[config.mk]
export PLATFORM = sky130hd
export DESIGN_NAME = idu_top
export DESIGN_NICKNAME = d
export VERILOG_FILES = /design/src/hw/idu_pkg.sv /design/src/hw/idu_div_if.sv /design/src/hw/idu_top.sv /design/src/hw/idu_divider.sv
export VERILOG_INCLUDE_DIRS = /design/src /design/src/hw
export SDC_FILE = /design/constraint.sdc
export NUM_CORES = 2
export LEC_CHECK = 0
export BUFFER_PORTS_ARGS = -buffer_cell sky130_fd_sc_hd__buf_4
export CAP_MARGIN = 30
export CORE_ASPECT_RATIO = 1.5
export CORE_UTILIZATION = 53
export DETAILED_ROUTE_END_ITERATION = 8
export PLACE_DENSITY = 0.78
export REMOVE_ABC_BUFFERS = 1
export SYNTH_ARGS = -nofsm -noshare
export SYNTH_HDL_FRONTEND = slang
export SYNTH_HIERARCHICAL = 1
export SYNTH_SLANG_ARGS = --single-unit
[constraint.sdc]
create_clock -name clk_sys -period 80.3 [get_ports clk_sys]
set_clock_uncertainty 0.15 [all_clocks]
set_input_delay 16.06 -clock clk_sys [delete_from_list [all_inputs] [get_ports clk_sys]]
set_output_delay 16.06 -clock clk_sys [all_outputs]
set_load 0.005 [all_outputs]
[src/hw/idu_params.svh]
`ifndef IDU_PARAMS_SVH
`define IDU_PARAMS_SVH
// ==========================================================
// Register word indexes (byte address = index * 4)
`define IDU_IDX_CMD   4'h0
`define IDU_IDX_IMM   4'h1
`define IDU_IDX_STAT  4'h2
// Register file words R0..R7 sit at indexes 8..15
`define IDU_IDX_REGB  4'h8
// ==========================================================
// Status word bit positions
`define IDU_ST_BUSY   0
`define IDU_ST_C      1
`define IDU_ST_V      2
`define IDU_ST_N      3
`define IDU_ST_Z      4
`define IDU_ST_TRAP   5
`define IDU_ST_LEN    8
// ==========================================================
// Reset values
`define IDU_IMM_RST   16'h0000
`define IDU_REG_RST   16'h0000
// ==========================================================
// Completion times in core clocks, per divide kind
`define IDU_CLK_UBB   12
`define IDU_CLK_UWB   12
`define IDU_CLK_SWB   14
`define IDU_CLK_UDW   22
`define IDU_CLK_SDW   24
// Instruction lengths in bytes
`define IDU_LEN_REG   3'h2
`define IDU_LEN_IMM8  3'h3
`define IDU_LEN_IMM16 3'h4
`endif

[src/hw/idu_pkg.sv]
`default_nettype none
// ==========================================================
// Types shared by the divide unit
package idu_pkg;
   // Divide kinds, as coded in the command word
   typedef enum logic [2:0]
   {
      IDU_UNSIGNED_BYTE_BY_BYTE_DIVIDE  = 3'h0,
      IDU_UNSIGNED_WORD_BY_BYTE_DIVIDE  = 3'h1,
      IDU_SIGNED_WORD_BY_BYTE_DIVIDE    = 3'h2,
      IDU_UNSIGNED_DWORD_BY_WORD_DIVIDE = 3'h3,
      IDU_SIGNED_DWORD_BY_WORD_DIVIDE   = 3'h4
   } idu_op_t;
   // Sequencer states, one-hot
   typedef enum logic [1:0]
   {
      IDU_IDLE = 2'b01,
      IDU_RUN  = 2'b10
   } idu_state_t;
endpackage
`default_nettype wire

[src/hw/idu_div_if.sv]
`default_nettype none
// ==========================================================
// Operands to the arithmetic core and its results
interface idu_div_if;
   import idu_pkg::*;
   logic [31:0] dividend;  // Zero-extended per kind
   logic [15:0] divisor;   // Low byte only for byte divisors
   idu_op_t     op;        // Divide kind
   logic [15:0] quot;      // Quotient, registered
   logic [15:0] rem;       // Remainder, registered
   logic        ovf;       // Zero divisor or quotient too wide
   modport issuer (output dividend, divisor, op,
                   input  quot, rem, ovf);
   modport core   (input  dividend, divisor, op,
                   output quot, rem, ovf);
endinterface
`default_nettype wire

[src/hw/idu_top.sv]
`include "idu_params.svh"
`default_nettype none
// ==========================================================
// Overview of operation
// RQ1: Byte divide: quotient low, remainder high byte
// RQ2: Word divides take whole word dividend
// RQ3: Dword divides read aligned pair dividend
// RQ4: Register pairs are even-odd aligned
// RQ5: Quotient low half, remainder high half
// RQ6: Carry always cleared by divide
// RQ7: Byte divide: V set only on zero
// RQ8: Byte divide by zero raises trap
// RQ9: Word divides: V when quotient exceeds 8
// RQ10: Dword divides: V when quotient exceeds 16
// RQ11: N and Z from quotient only
// RQ12: Divisor is half the destination width
// RQ13: Signed word register form: 14 clocks
// RQ14: Signed word immediate: 3 bytes, 14 clocks
// RQ15: Signed dword: 24 clocks, 2/4 bytes
// RQ16: Immediate 16: byte 3 upper, byte 4 lower
// RQ17: Byte divide: low byte dividend, 12 clocks
// RQ18: Unsigned word immediate: 3 bytes, 12
// RQ19: Unsigned dword: 22 clocks, pair write
// RQ20: Unsigned dword also has immediate form
// RQ21: Destination on overflow is implementation choice
module idu_top #(
   parameter int ADDR_W = 6 // AXI byte address width
)(
   // Clock and reset
   input  wire logic              clk_sys,
   input  wire logic              nrst,
   // AXI4-Lite write address and data
   input  wire logic [ADDR_W-1:0] s_axi_awaddr,
   input  wire logic              s_axi_awvalid,
   output logic                   s_axi_awready,
   input  wire logic [31:0]       s_axi_wdata,
   input  wire logic [3:0]        s_axi_wstrb,
   input  wire logic              s_axi_wvalid,
   output logic                   s_axi_wready,
   // AXI4-Lite write response
   output logic [1:0]             s_axi_bresp,
   output logic                   s_axi_bvalid,
   input  wire logic              s_axi_bready,
   // AXI4-Lite read
   input  wire logic [ADDR_W-1:0] s_axi_araddr,
   input  wire logic              s_axi_arvalid,
   output logic                   s_axi_arready,
   output logic [31:0]            s_axi_rdata,
   output logic [1:0]             s_axi_rresp,
   output logic                   s_axi_rvalid,
   input  wire logic              s_axi_rready,
   // Core side
   output idu_pkg::idu_state_t    divState,
   output logic                   divTrap
);
   import idu_pkg::*;

   // Fewer address bits cannot reach the register file
   if (ADDR_W < 6)
      $error("idu_top: ADDR_W must be at least 6");

   logic              awFull;   // Write address held
   logic [ADDR_W-1:0] awAddr;   // Held write address
   logic              wFull;    // Write data held
   logic [31:0]       wData;    // Held write data
   logic [3:0]        wStrb;    // Held byte enables
   logic [3:0]        awIdx;    // Word index of write
   logic              wrDo;     // Both halves present
   logic              wrErr;    // Write refused
   logic              startOp;  // Command accepted
   logic              regWr;    // Software register write
   logic [15:0]       regs [8]; // Register file R0..R7
   logic [15:0]       imm;      // Bytes 3 and 4 of the opcode
   idu_op_t           opQ;      // Kind in flight
   logic              immQ;     // Immediate form in flight
   logic [2:0]        dstQ;     // Destination word
   logic [3:0]        srcQ;     // Divisor register
   logic [2:0]        lenQ;     // Instruction length
   logic [4:0]        cnt;      // Clocks left
   logic              done;     // Last clock of a divide
   logic              wideQ;    // 32-by-16 in flight
   logic              flagC;
   logic              flagV;
   logic              flagN;
   logic              flagZ;
   logic              trapped;  // Last divide trapped
   logic [2:0]        wbIdx;    // Quotient word target
   logic [15:0]       wbData;   // Quotient word value
   logic              next_wide;
   logic [2:0]        next_dst;
   logic [31:0]       next_dividend;
   logic [15:0]       next_divisor;
   logic [15:0]       srcByteWord;
   logic [4:0]        next_cnt;
   logic [31:0]       rdWord;
   logic              rdErr;
   logic [3:0]        arIdx;

   idu_div_if dv ();

   // ==========================================================
   // Write channel: address and data taken in either order
   assign s_axi_awready = !awFull;
   assign s_axi_wready  = !wFull;
   assign wrDo  = awFull && wFull && !s_axi_bvalid;
   assign awIdx = awAddr[5:2];

   always_ff @(posedge clk_sys or negedge nrst)
   begin
      if (!nrst)
      begin
         awFull <= 1'b0;
         awAddr <= '0;
      end
      else if (s_axi_awvalid && s_axi_awready)
      begin
         awFull <= 1'b1;
         awAddr <= s_axi_awaddr;
      end
      else if (wrDo)
         awFull <= 1'b0;
   end

   always_ff @(posedge clk_sys or negedge nrst)
   begin
      if (!nrst)
      begin
         wFull <= 1'b0;
         wData <= 32'h0;
         wStrb <= 4'h0;
      end
      else if (s_axi_wvalid && s_axi_wready)
      begin
         wFull <= 1'b1;
         wData <= s_axi_wdata;
         wStrb <= s_axi_wstrb;
      end
      else if (wrDo)
         wFull <= 1'b0;
   end

   // ==========================================================
   // Write decode; nothing is written while a divide runs,
   // so the register file never sees two writers at once
   always_comb
   begin
      wrErr = (awAddr >> 6) != '0;
      if (divState == IDU_RUN || awIdx == `IDU_IDX_STAT)
         wrErr = 1'b1;
      else if (awIdx == `IDU_IDX_CMD)
         wrErr = wData[2:0] > IDU_SIGNED_DWORD_BY_WORD_DIVIDE;
      else if (awIdx != `IDU_IDX_IMM && !awIdx[3])
         wrErr = 1'b1;
   end
   assign startOp = wrDo && !wrErr && awIdx == `IDU_IDX_CMD &&
                    wStrb[0];
   assign regWr   = wrDo && !wrErr && awIdx[3];

   always_ff @(posedge clk_sys or negedge nrst)
   begin
      if (!nrst)
      begin
         s_axi_bvalid <= 1'b0;
         s_axi_bresp  <= 2'b00;
      end
      else if (wrDo)
      begin
         s_axi_bvalid <= 1'b1;
         s_axi_bresp  <= wrErr ? 2'b10 : 2'b00; // SLVERR
      end
      else if (s_axi_bready)
         s_axi_bvalid <= 1'b0;
   end

   // ==========================================================
   // Immediate bytes: byte 3 low lane, byte 4 next lane
   always_ff @(posedge clk_sys or negedge nrst)
   begin
      if (!nrst)
         imm <= `IDU_IMM_RST;
      else if (wrDo && !wrErr && awIdx == `IDU_IDX_IMM)
      begin
         if (wStrb[0])
            imm[7:0] <= wData[7:0];
         if (wStrb[1])
            imm[15:8] <= wData[15:8];
      end
   end

   // ==========================================================
   // Operand fetch from the command word
   always_comb
   begin
      next_wide = wData[2:0] == IDU_UNSIGNED_DWORD_BY_WORD_DIVIDE ||
                  wData[2:0] == IDU_SIGNED_DWORD_BY_WORD_DIVIDE;
      // Pairs start on an even word [RQ4]
      next_dst = next_wide ? {wData[6:5], 1'b0} : wData[6:4];
      // Odd word holds the high half of the pair [RQ3]
      next_dividend = next_wide
                    ? {regs[{next_dst[2:1], 1'b1}], regs[next_dst]}
                    : {16'h0, regs[next_dst]};
      srcByteWord = regs[wData[11:9]];
      if (wData[3])
         // Byte 3 is the upper half of a 16-bit divisor [RQ16]
         next_divisor = next_wide ? {imm[7:0], imm[15:8]}
                                  : {8'h0, imm[7:0]};
      else if (next_wide)
         next_divisor = regs[wData[10:8]];
      else // Byte register: odd index is the high byte [RQ12]
         next_divisor = {8'h0, wData[8] ? srcByteWord[15:8]
                                        : srcByteWord[7:0]};
      // Clock count less two: the issue cycle and the cycle at zero
      case (wData[2:0])
         3'h0:    next_cnt = 5'(`IDU_CLK_UBB - 2); // [RQ17]
         3'h1:    next_cnt = 5'(`IDU_CLK_UWB - 2); // [RQ18]
         3'h2:    next_cnt = 5'(`IDU_CLK_SWB - 2); // [RQ13] [RQ14]
         3'h3:    next_cnt = 5'(`IDU_CLK_UDW - 2); // [RQ19] [RQ20]
         default: next_cnt = 5'(`IDU_CLK_SDW - 2); // [RQ15]
      endcase
   end

   // ==========================================================
   // Command latch and operands to the core
   always_ff @(posedge clk_sys or negedge nrst)
   begin
      if (!nrst)
      begin
         opQ         <= IDU_UNSIGNED_BYTE_BY_BYTE_DIVIDE;
         immQ        <= 1'b0;
         dstQ        <= 3'h0;
         srcQ        <= 4'h0;
         lenQ        <= `IDU_LEN_REG;
         dv.op       <= IDU_UNSIGNED_BYTE_BY_BYTE_DIVIDE;
         dv.dividend <= 32'h0;
         dv.divisor  <= 16'h0;
      end
      else if (startOp)
      begin
         opQ         <= idu_op_t'(wData[2:0]);
         immQ        <= wData[3];
         dstQ        <= next_dst;
         srcQ        <= wData[11:8];
         // Immediate adds one or two bytes [RQ14] [RQ15] [RQ18]
         lenQ        <= !wData[3] ? `IDU_LEN_REG
                      : next_wide ? `IDU_LEN_IMM16 : `IDU_LEN_IMM8;
         dv.op       <= idu_op_t'(wData[2:0]);
         dv.dividend <= next_dividend;
         dv.divisor  <= next_divisor;
      end
   end

   // ==========================================================
   // Sequencer: idle until a command, then a fixed count
   assign done  = divState == IDU_RUN && cnt == 5'h0;
   assign wideQ = opQ == IDU_UNSIGNED_DWORD_BY_WORD_DIVIDE ||
                  opQ == IDU_SIGNED_DWORD_BY_WORD_DIVIDE;

   always_ff @(posedge clk_sys or negedge nrst)
   begin
      if (!nrst)
      begin
         divState <= IDU_IDLE;
         cnt      <= 5'h0;
      end
      else
         case (divState)
            IDU_IDLE:
               if (startOp)
               begin
                  divState <= IDU_RUN;
                  cnt      <= next_cnt;
               end
            IDU_RUN:
               if (cnt == 5'h0)
                  divState <= IDU_IDLE;
               else
                  cnt <= cnt - 5'h1;
            default:
               divState <= IDU_IDLE;
         endcase
   end

   // ==========================================================
   // Write-back: quotient in the low half, remainder high
   // Byte lanes pack as {remainder, quotient} [RQ1] [RQ5]
   assign wbIdx  = dstQ;
   assign wbData = wideQ ? dv.quot : {dv.rem[7:0], dv.quot[7:0]};

   for (genvar i = 0; i < 8; i++)
   begin : g_reg
      always_ff @(posedge clk_sys or negedge nrst)
      begin
         if (!nrst)
            regs[i] <= `IDU_REG_RST;
         // Overflow leaves the destination untouched [RQ21]
         else if (done && !dv.ovf && i == int'(wbIdx))
            regs[i] <= wbData;                         // [RQ5]
         else if (done && !dv.ovf && wideQ &&
                  i == int'({wbIdx[2:1], 1'b1}))
            regs[i] <= dv.rem;                         // [RQ19]
         else if (regWr && i == int'(awIdx[2:0]))
         begin
            if (wStrb[0])
               regs[i][7:0] <= wData[7:0];
            if (wStrb[1])
               regs[i][15:8] <= wData[15:8];
         end
      end
   end

   // ==========================================================
   // Flags and trap at completion
   always_ff @(posedge clk_sys or negedge nrst)
   begin
      if (!nrst)
      begin
         flagC   <= 1'b0;
         flagV   <= 1'b0;
         flagN   <= 1'b0;
         flagZ   <= 1'b0;
         trapped <= 1'b0;
         divTrap <= 1'b0;
      end
      else
      begin
         divTrap <= 1'b0;
         if (startOp)
            trapped <= 1'b0;
         if (done)
         begin
            flagC <= 1'b0;                             // [RQ6]
            flagV <= dv.ovf;                   // [RQ7] [RQ9] [RQ10]
            // Remainder never reaches N or Z [RQ11]
            flagN <= wideQ ? dv.quot[15] : dv.quot[7];
            flagZ <= wideQ ? dv.quot == 16'h0 : dv.quot[7:0] == 8'h0;
            // Only the byte kind traps on zero [RQ8]
            if (opQ == IDU_UNSIGNED_BYTE_BY_BYTE_DIVIDE && dv.ovf)
            begin
               divTrap <= 1'b1;
               trapped <= 1'b1;
            end
         end
      end
   end

   // ==========================================================
   // Read channel: one word per request, answered next cycle
   assign s_axi_arready = !s_axi_rvalid;
   assign arIdx = s_axi_araddr[5:2];

   always_comb
   begin
      rdWord = 32'h0;
      rdErr  = (s_axi_araddr >> 6) != '0;
      if (arIdx[3])
         rdWord = {16'h0, regs[arIdx[2:0]]};
      else if (arIdx == `IDU_IDX_CMD)
         rdWord = {20'h0, srcQ, 1'b0, dstQ, immQ, opQ};
      else if (arIdx == `IDU_IDX_IMM)
         rdWord = {16'h0, imm};
      else if (arIdx == `IDU_IDX_STAT)
      begin
         rdWord[`IDU_ST_BUSY]  = divState == IDU_RUN;
         rdWord[`IDU_ST_C]     = flagC;
         rdWord[`IDU_ST_V]     = flagV;
         rdWord[`IDU_ST_N]     = flagN;
         rdWord[`IDU_ST_Z]     = flagZ;
         rdWord[`IDU_ST_TRAP]  = trapped;
         rdWord[`IDU_ST_LEN+:3] = lenQ;
      end
      else
         rdErr = 1'b1;
      if (rdErr)
         rdWord = 32'h0;
   end

   always_ff @(posedge clk_sys or negedge nrst)
   begin
      if (!nrst)
      begin
         s_axi_rvalid <= 1'b0;
         s_axi_rdata  <= 32'h0;
         s_axi_rresp  <= 2'b00;
      end
      else if (s_axi_arvalid && s_axi_arready)
      begin
         s_axi_rvalid <= 1'b1;
         s_axi_rdata  <= rdWord;
         s_axi_rresp  <= rdErr ? 2'b10 : 2'b00;
      end
      else if (s_axi_rready)
         s_axi_rvalid <= 1'b0;
   end

   idu_divider idu_divider_inst (
      .clk_sys (clk_sys),
      .nrst    (nrst),
      .dv      (dv)
   );
endmodule
`default_nettype wire

[src/hw/idu_divider.sv]
`default_nettype none
// ==========================================================
// Arithmetic core: one cycle from operands to registered result
module idu_divider (
   // Clock and reset
   input  wire logic clk_sys,
   input  wire logic nrst,
   // Operands and results
   idu_div_if.core   dv
);
   import idu_pkg::*;

   logic               sgn;   // Signed kind
   logic               wide;  // 32-by-16 kind
   logic               ubyte; // 8-by-8 kind
   logic signed [33:0] a;     // Extended dividend
   logic signed [33:0] b;     // Extended divisor
   logic signed [33:0] q;     // Full quotient
   logic signed [33:0] r;     // Full remainder
   logic               next_ovf;

   // ==========================================================
   // Operand extension and division
   always_comb
   begin
      sgn   = (dv.op == IDU_SIGNED_WORD_BY_BYTE_DIVIDE) ||
              (dv.op == IDU_SIGNED_DWORD_BY_WORD_DIVIDE);
      wide  = (dv.op == IDU_UNSIGNED_DWORD_BY_WORD_DIVIDE) ||
              (dv.op == IDU_SIGNED_DWORD_BY_WORD_DIVIDE);
      ubyte = (dv.op == IDU_UNSIGNED_BYTE_BY_BYTE_DIVIDE);
      // Byte kind sees the low byte only [RQ17]
      if (ubyte)
         a = 34'(dv.dividend[7:0]);
      else if (wide)
         a = sgn ? 34'($signed(dv.dividend)) : 34'(dv.dividend);
      else // Whole word as dividend [RQ2]
         a = sgn ? 34'($signed(dv.dividend[15:0]))
                 : 34'(dv.dividend[15:0]);
      // Divisor is half the destination width [RQ12]
      if (wide)
         b = sgn ? 34'($signed(dv.divisor)) : 34'(dv.divisor);
      else
         b = sgn ? 34'($signed(dv.divisor[7:0]))
                 : 34'(dv.divisor[7:0]);
      // Zero divisor gives a zero result, flagged below
      q = (b == 34'sh0) ? 34'sh0 : a / b;
      r = (b == 34'sh0) ? 34'sh0 : a % b;
      // Overflow by zero divisor or too wide a quotient
      if (b == 34'sh0)
         next_ovf = 1'b1;                              // [RQ7]
      else if (ubyte)
         next_ovf = 1'b0;                              // [RQ7]
      else if (wide)                                   // [RQ10]
         next_ovf = sgn ? (q > 34'sh7fff || q < -34'sh8000)
                        : (q > 34'shffff);
      else                                             // [RQ9]
         next_ovf = sgn ? (q > 34'sh7f || q < -34'sh80)
                        : (q > 34'shff);
   end

   // ==========================================================
   // Result registers
   always_ff @(posedge clk_sys or negedge nrst)
   begin
      if (!nrst)
      begin
         dv.quot <= 16'h0;
         dv.rem  <= 16'h0;
         dv.ovf  <= 1'b0;
      end
      else
      begin
         dv.quot <= q[15:0];
         dv.rem  <= r[15:0];
         dv.ovf  <= next_ovf;
      end
   end
endmodule
`default_nettype wire

# Word level (Yosys, flattened, before mapping)
# Index checks and enable logic that the tools add are counted.
[totals] out_inout_bits=44 wordCells=307 ff_bits=315
[classes] div=2 eq_ne=34 n_lt_le_gt_ge=12 n_reduce_logical=109 addsub=1 n_mux=99 bitwise=5
[ops] operator="16-bit 2-to-1 mux" count=37
[ops] operator="34-bit 2-to-1 mux" count=8
[ops] operator="16-bit binary-select mux with 3-bit select" count=5
[ops] operator="32-bit 2-to-1 mux" count=2
[ops] operator="2-bit AND reduction" count=19
[ops] operator="3-bit nonzero test" count=12
[ops] operator="1-bit logical AND" count=35
[ops] operator="34-bit by 34-bit divider with 34-bit output" count=1
[ops] operator="34-bit by 16-bit > comparator with 1-bit output (second input constant)" count=1
[ops] operator="34-bit by 17-bit > comparator with 1-bit output (second input constant)" count=1
[ops] operator="34-bit by 8-bit > comparator with 1-bit output (second input constant)" count=1
[ops] operator="34-bit by 9-bit > comparator with 1-bit output (second input constant)" count=1
[ops] operator="34-bit zero test" count=1
[ops] operator="34-bit by 16-bit less-than comparator with 1-bit output (second input constant)" count=1
[ops] operator="34-bit by 8-bit less-than comparator with 1-bit output (second input constant)" count=1
[ops] operator="34-bit by 34-bit modulo with 34-bit output" count=1
[ops] operator="2-bit nonzero test" count=17
[ops] operator="1-bit 2-to-1 mux" count=27
[ops] operator="3-bit equality test (first input constant)" count=8
[ops] operator="8-bit 2-to-1 mux" count=3
[ops] operator="4-bit >= comparator (second input constant)" count=5
[ops] operator="3-bit inverter with 4-bit output" count=5
[ops] operator="16-bit zero test" count=1
[ops] operator="5-bit 2-to-1 mux" count=3
[ops] operator="31 further kinds" count=66

# Logic depth before layout (Yosys ltp)
[logic_depth] depth_word=13 depth_mapped=404 mapped_depth_nobuf=367

# Modules after synthesis
# Netlist, hierarchy kept.
[by_module_without_submodules] module="idu_divider" n_inst=1 area_per_inst_um2=36687.7 cells_per_inst=5416
[by_module_without_submodules] module="idu_top" n_inst=1 area_per_inst_um2=17041.3 cells_per_inst=1592

# Worst setup path before layout
# Ideal clock, no wire load.
[synth_timing] path_kind="reg-to-reg" startpoint="register dv.divisor[0]" endpoint="register idu_divider_inst.dv.ovf" n_path_buf=70 required_ns=80.017 path_stages_with_launch=363 synth_period_minus_slack_ns=84.544 setup_time_ns=0.133 slack_ns=-4.244 arrival_time_ns=84.261 cell_sequence="dfrtp_1 inv_1 ha_1 nor3b_1 clkbuf_1 nand3_1 a31oi_1 nor3b_2 buf_2 buf_2 nand4_1 nor3_1 ha_1 o21a_1 o21a_1 nor2_1 a2bb2oi_1 nor2_1 (+327 left out) a211oi_1 o211a_1 nor2_1 inv_1 clkbuf_1 clkbuf_1 ha_1 nand2_1 or4_4 nor4_2 a21oi_1 xnor2_1 or4_1 or4_1 nor4_1 a21oi_1 nor4b_1 a211oi_1"
[synth_between] elab_chain_len=10
[synth_lines] element="from (decl)" line_no="idu_div_if.sv:7" text="logic [15:0] divisor;"
[synth_lines] element="from (signal assigned)" line_no="idu_top.sv:248" text="dv.divisor <= next_divisor;"
[synth_lines] element="34-bit 2-to-1 mux (on tied branches)" line_no="idu_divider.sv:43, idu_divider.sv:41"
[synth_lines] element="34-bit 2-to-1 mux *" line_no="idu_divider.sv:40" text="if (wide)"
[synth_lines] element="34-bit by 34-bit divider with 34-bit output or 34-bit zero test (tied branches)" line_no="idu_divider.sv:46, idu_divider.sv:49"
[synth_lines] element="34-bit 2-to-1 mux" line_no="idu_divider.sv:46" text="q = (b == 34'sh0) ? 34'sh0 : a / b;"
[synth_lines] element="34-bit by 8-bit > comparator with 1-bit output (tied with other cells)" line_no="idu_divider.sv:57" text="next_ovf = sgn ? (q > 34'sh7f || q < -34'sh80)"
[synth_lines] element="1-bit logical OR (on tied branches)" line_no="idu_divider.sv:57, idu_divider.sv:54"
[synth_lines] element="1-bit 2-to-1 mux (on tied branches)" line_no="idu_divider.sv:57, idu_divider.sv:54"
[synth_lines] element="1-bit 2-to-1 mux" line_no="idu_divider.sv:53" text="else if (wide)"
[synth_lines] element="1-bit 2-to-1 mux" line_no="idu_divider.sv:51" text="else if (ubyte)"
[synth_lines] element="1-bit 2-to-1 mux *" line_no="idu_divider.sv:49" text="if (b == 34'sh0)"
[synth_lines] element="named net idu_divider_inst.next_ovf" line_no="idu_divider.sv:20" text="logic next_ovf;"
[synth_lines] element="to (signal assigned)" line_no="idu_divider.sv:75" text="dv.ovf <= next_ovf;"
[synth_lines] element="to (decl)" line_no="idu_div_if.sv:15" text="output quot, rem, ovf);"
# Mark *: on every way through the listed nets, which the timed path passes. The rest lies on a longest branch.
# A chain may end at the register's enable or synchronous reset.

# Worst setup path after layout
[layout_timing] startpoint="register dv.op[1]" endpoint="register idu_divider_inst.dv.ovf"
[layout_between] elab_chain_len=13
[layout_lines] element="from (decl)" line_no="idu_div_if.sv:8" text="idu_op_t op;"
[layout_lines] element="from (signal assigned)" line_no="idu_top.sv:246" text="dv.op <= idu_op_t'(wData[2:0]);"
[layout_lines] element="3-bit by 2-bit equality test with 1-bit output or 3-bit equality test (tied branches)" line_no="idu_divider.sv:26, idu_divider.sv:27, idu_divider.sv:29"
[layout_lines] element="1-bit logical OR" line_no="idu_divider.sv:26" text="sgn = (dv.op == IDU_SIGNED_WORD_BY_BYTE_DIVIDE) ||"
[layout_lines] element="34-bit 2-to-1 mux (on tied branches)" line_no="idu_divider.sv:37, idu_divider.sv:35"
[layout_lines] element="34-bit 2-to-1 mux" line_no="idu_divider.sv:34" text="else if (wide)"
[layout_lines] element="34-bit 2-to-1 mux" line_no="idu_divider.sv:32" text="if (ubyte)"
[layout_lines] element="34-bit by 34-bit divider with 34-bit output" line_no="idu_divider.sv:46"
[layout_lines] element="34-bit 2-to-1 mux" line_no="idu_divider.sv:46"
[layout_lines] element="34-bit by 8-bit > comparator with 1-bit output (tied with other cells)" line_no="idu_divider.sv:57"
[layout_lines] element="1-bit logical OR (on tied branches)" line_no="idu_divider.sv:57, idu_divider.sv:54"
[layout_lines] element="1-bit 2-to-1 mux (on tied branches)" line_no="idu_divider.sv:57, idu_divider.sv:54"
[layout_lines] element="1-bit 2-to-1 mux" line_no="idu_divider.sv:53"
[layout_lines] element="1-bit 2-to-1 mux" line_no="idu_divider.sv:51"
[layout_lines] element="1-bit 2-to-1 mux *" line_no="idu_divider.sv:49"
[layout_lines] element="named net idu_divider_inst.next_ovf" line_no="idu_divider.sv:20"
# Marked as above.

==> impl_metrics.json <==
{
  "end_kind": "flop",
  "arrival_ps": 77680,
  "overflow": 0,
  "synth.area.mux_share": 0.116,
  "preCtsSetupSlack_ps": -2460,
  "fin_nets": 8127,
  "synth_enable_flop_cells": 0,
  "reg2reg_slack_ps": 2890,
  "drcViolationCount": 0,
  "synth_xor_area_frac": 0.0766,
  "start_util": 0.536,
  "synth_seq_cells": 295,
  "startpoint_type": "flop",
  "clkTransAtPathRegs_ps": 70,
  "syn_inst": 7008,
  "grt_max_degree": 102,
  "ys_async_sr_fraction": 1.00,
  "period_share": 0.964,
  "cpMaxStageDelayCell": "or4b_2",
  "finalHoldViolCount": 0,
  "required_ps": 80570,
  "drt-initial-drc-count": 5512,
  "hold_buffers": 0,
  "vias": 58800,
  "synth_area_per_cell_sq_um": 7.67,
  "tritoncts": "built",
  "antenna_found_initial": 14,
  "synth_simple_gate_area_frac": 0.214,
  "routed_wl_um": 216000,
  "io_buffer_count": 58,
  "cts_made_buffers": 28,
  "whs_ps": 326,
  "post_drt_wl_per_cell_um": 24.6,
  "fp.dieH_um": 392,
  "grt_pass1_wl_um": 325000,
  "synth_compound_area_frac": 0.274,
  "yosysUniqueCellTypes": 123,
  "worst_slew_pin_slew_ps": 1120,
  "rows": 142,
  "ys.flop_type": "dfrtp_1",
  "netlist_area_sq_mm": 0.0537,
  "hpwl_um": 165000,
  "critPathKind": "reg -> reg",
  "max_stage_delay_ps": 680,
  "fp.dieArea_sq_mm": 0.103,
  "syn2layout_area_growth_pct": 14.3,
  "final_util": 0.613,
  "placed_area_sq_mm": 0.0590,
  "vias_per_cell": 6.69,
  "firstDrtPassIters": 8,
  "clkLatencyLatePin_ps": 590,
  "root_buffer": "clkbuf_16",
  "finalSetupViolCount": 0,
  "drv_cap": 0,
  "drive_above_1_share": 0.166,
  "setup_slack_ps": 2890,
  "worstHoldPathType": "reg -> reg",
  "clockBufferDepth": 3,
  "min_period_ps": 77410,
  "cpMostUsedCell": "buf_4",
  "stdcell_area_sq_mm": 0.0614,
  "pin_count": 99,
  "track_usage": 0.408,
  "gp_congestion": 1.04,
  "cp_max_fo": 35,
  "synth_warnings": 6,
  "coreArea_sq_mm": 0.100,
  "yosysSeqAreaShare": 0.137,
  "max_freq_mhz": 12.9,
  "slew_viol_final": 0,
  "relSlewSlack": 0.250,
  "cts.sinks": 295,
  "synthAdderAreaFrac": 0.141,
  "synth_top_family_by_area": "compound AO/OA/AOI/OAI gates",
  "first_global_vias": 56800,
  "htreeDepth": 1,
  "fp.dieW_um": 262,
  "outcome": "complete, no violations",
  "final_antenna_net_count": 0
}
==> cells in the mapped netlist, types with 91 or more instances <==
library cell	number	share of area
o21a_1	131	0.018
xor2_1	201	0.033
inv_1	211	0.015
a21o_1	188	0.026
nand2_1	738	0.052
nor2b_1	91	0.011
clkbuf_1	202	0.014
mux2_2	159	0.033
nor2_1	668	0.047
xnor2_1	269	0.044
ha_1	602	0.14
nand3_1	178	0.017
mux4_2	111	0.047
dfrtp_1	293	0.14
mux2i_1	192	0.036
a21oi_1	579	0.054
o21ai_0	459	0.043
nor3_1	187	0.017
==> area by class of cell <==
| cell class | count | area (sq um) |
|---|---|---|
| multi-input combinational | 6364 | 46100 |
| clock buffer | 34 | 754 |
| clock inverter | 18 | 209 |
| timing repair buffer | 564 | 4500 |
| fill | 9223 | 38800 |
| tap | 1296 | 1620 |
| inverter | 216 | 811 |
| antenna | 3 | 7.51 |
| sequential | 295 | 7400 |
==> layout by cell type, fill, tap and decap left out, types with 66 or more instances in the layout <==
master | synthesis | final
mux2i_1 | 192 | 190
a22oi_1 | 76 | 76
xnor2_1 | 269 | 263
buf_4 | 20 | 537
nand3_1 | 178 | 173
a31oi_1 | 90 | 80
nor2b_1 | 91 | 90
nand2_1 | 738 | 727
o211ai_1 | 66 | 66
o21a_1 | 131 | 131
mux2_2 | 159 | 159
nor2_1 | 668 | 648
ha_1 | 602 | 601
xor2_1 | 201 | 198
conb_1 | 3 | 191
mux4_2 | 111 | 111
o21ai_0 | 459 | 430
a21o_1 | 188 | 186
a21oi_1 | 579 | 546
nand4_1 | 74 | 74
inv_1 | 211 | 210
nor3_1 | 187 | 174
dfrtp_1 | 293 | 286
==> sequential cells by signal, indices dropped and copies added (netlist names), 3 cells and up <==
name and flops:
dv.op 3, awAddr 4, wData 16, dv.divisor 16
regs 128, idu_divider_inst/dv.quot 16, lenQ 3, dstQ 3
dv.dividend 32, idu_divider_inst/dv.rem 16, imm 16, srcQ 4
cnt 5, s_axi_rdata 16
==> worst max-delay path, delay by kind of cell, from the launching register on <==
family / cells / cell delay [ps]
mux: 8 / 2460
flops: 1 / 480
fa+ha+maj: 33 / 9750
xor+xnor: 5 / 750
simple gates: 87 / 18560
compound gates: 160 / 36590
buf+inv: 45 / 8230
==> per-stage QoR <==
stage,TNS [ps],cells
2_1_floorplan,-367510,6875
3_3_place_gp,-8880,8688
3_5_place_dp,-24280,8695
4_1_cts,0,8755
5_1_grt,-277,8788
6_report,0,8790
==> final timing paths <==
check | end | cells past startpoint | startpoint
max | idu_divider_inst/dv.ovf | 338 | dv.op[1]
min | srcQ[0] | 2 | srcQ[0]
max reg2reg | idu_divider_inst/dv.ovf | 338 | dv.op[1]
min reg2reg | srcQ[0] | 2 | srcQ[0]
max in group asynchronous | dv.op[0] | 3 | nrst
min in group asynchronous | wData[2] | 1 | nrst
==> metal layers <==
metal  GRT usage  part of all wire  vias to the layer above  wire, um
met3      0.0902             0.085                     1048     18400
met2       0.682              0.47                     2868    101000
met1       0.442              0.35                    27900     76100
li1            -                 -                    27000         -
met4       0.326             0.097                       20     20900
met5           0           0.00049                        -       105
==> cell families after synthesis <==
logic type                 Yosys count
and+or+nand+nor                   2401
AOI/OAI and AO/OA                 2236
adders and majority gates          603
buffers and inverters              537
xor gates and xnor gates           470
muxes                              463
DFF                                295
other                                3
==> timing repair <==
action	in CTS	in global routing
pin swaps	1	33
endpoints found under the setup margin	33	33
resized for setup	49	221
cloned	0	1
setup buffers	8	30
Power is left out: the tool's default activity adds up to more than one toggle a clock period on the data nets, which glitch-free logic cannot reach.
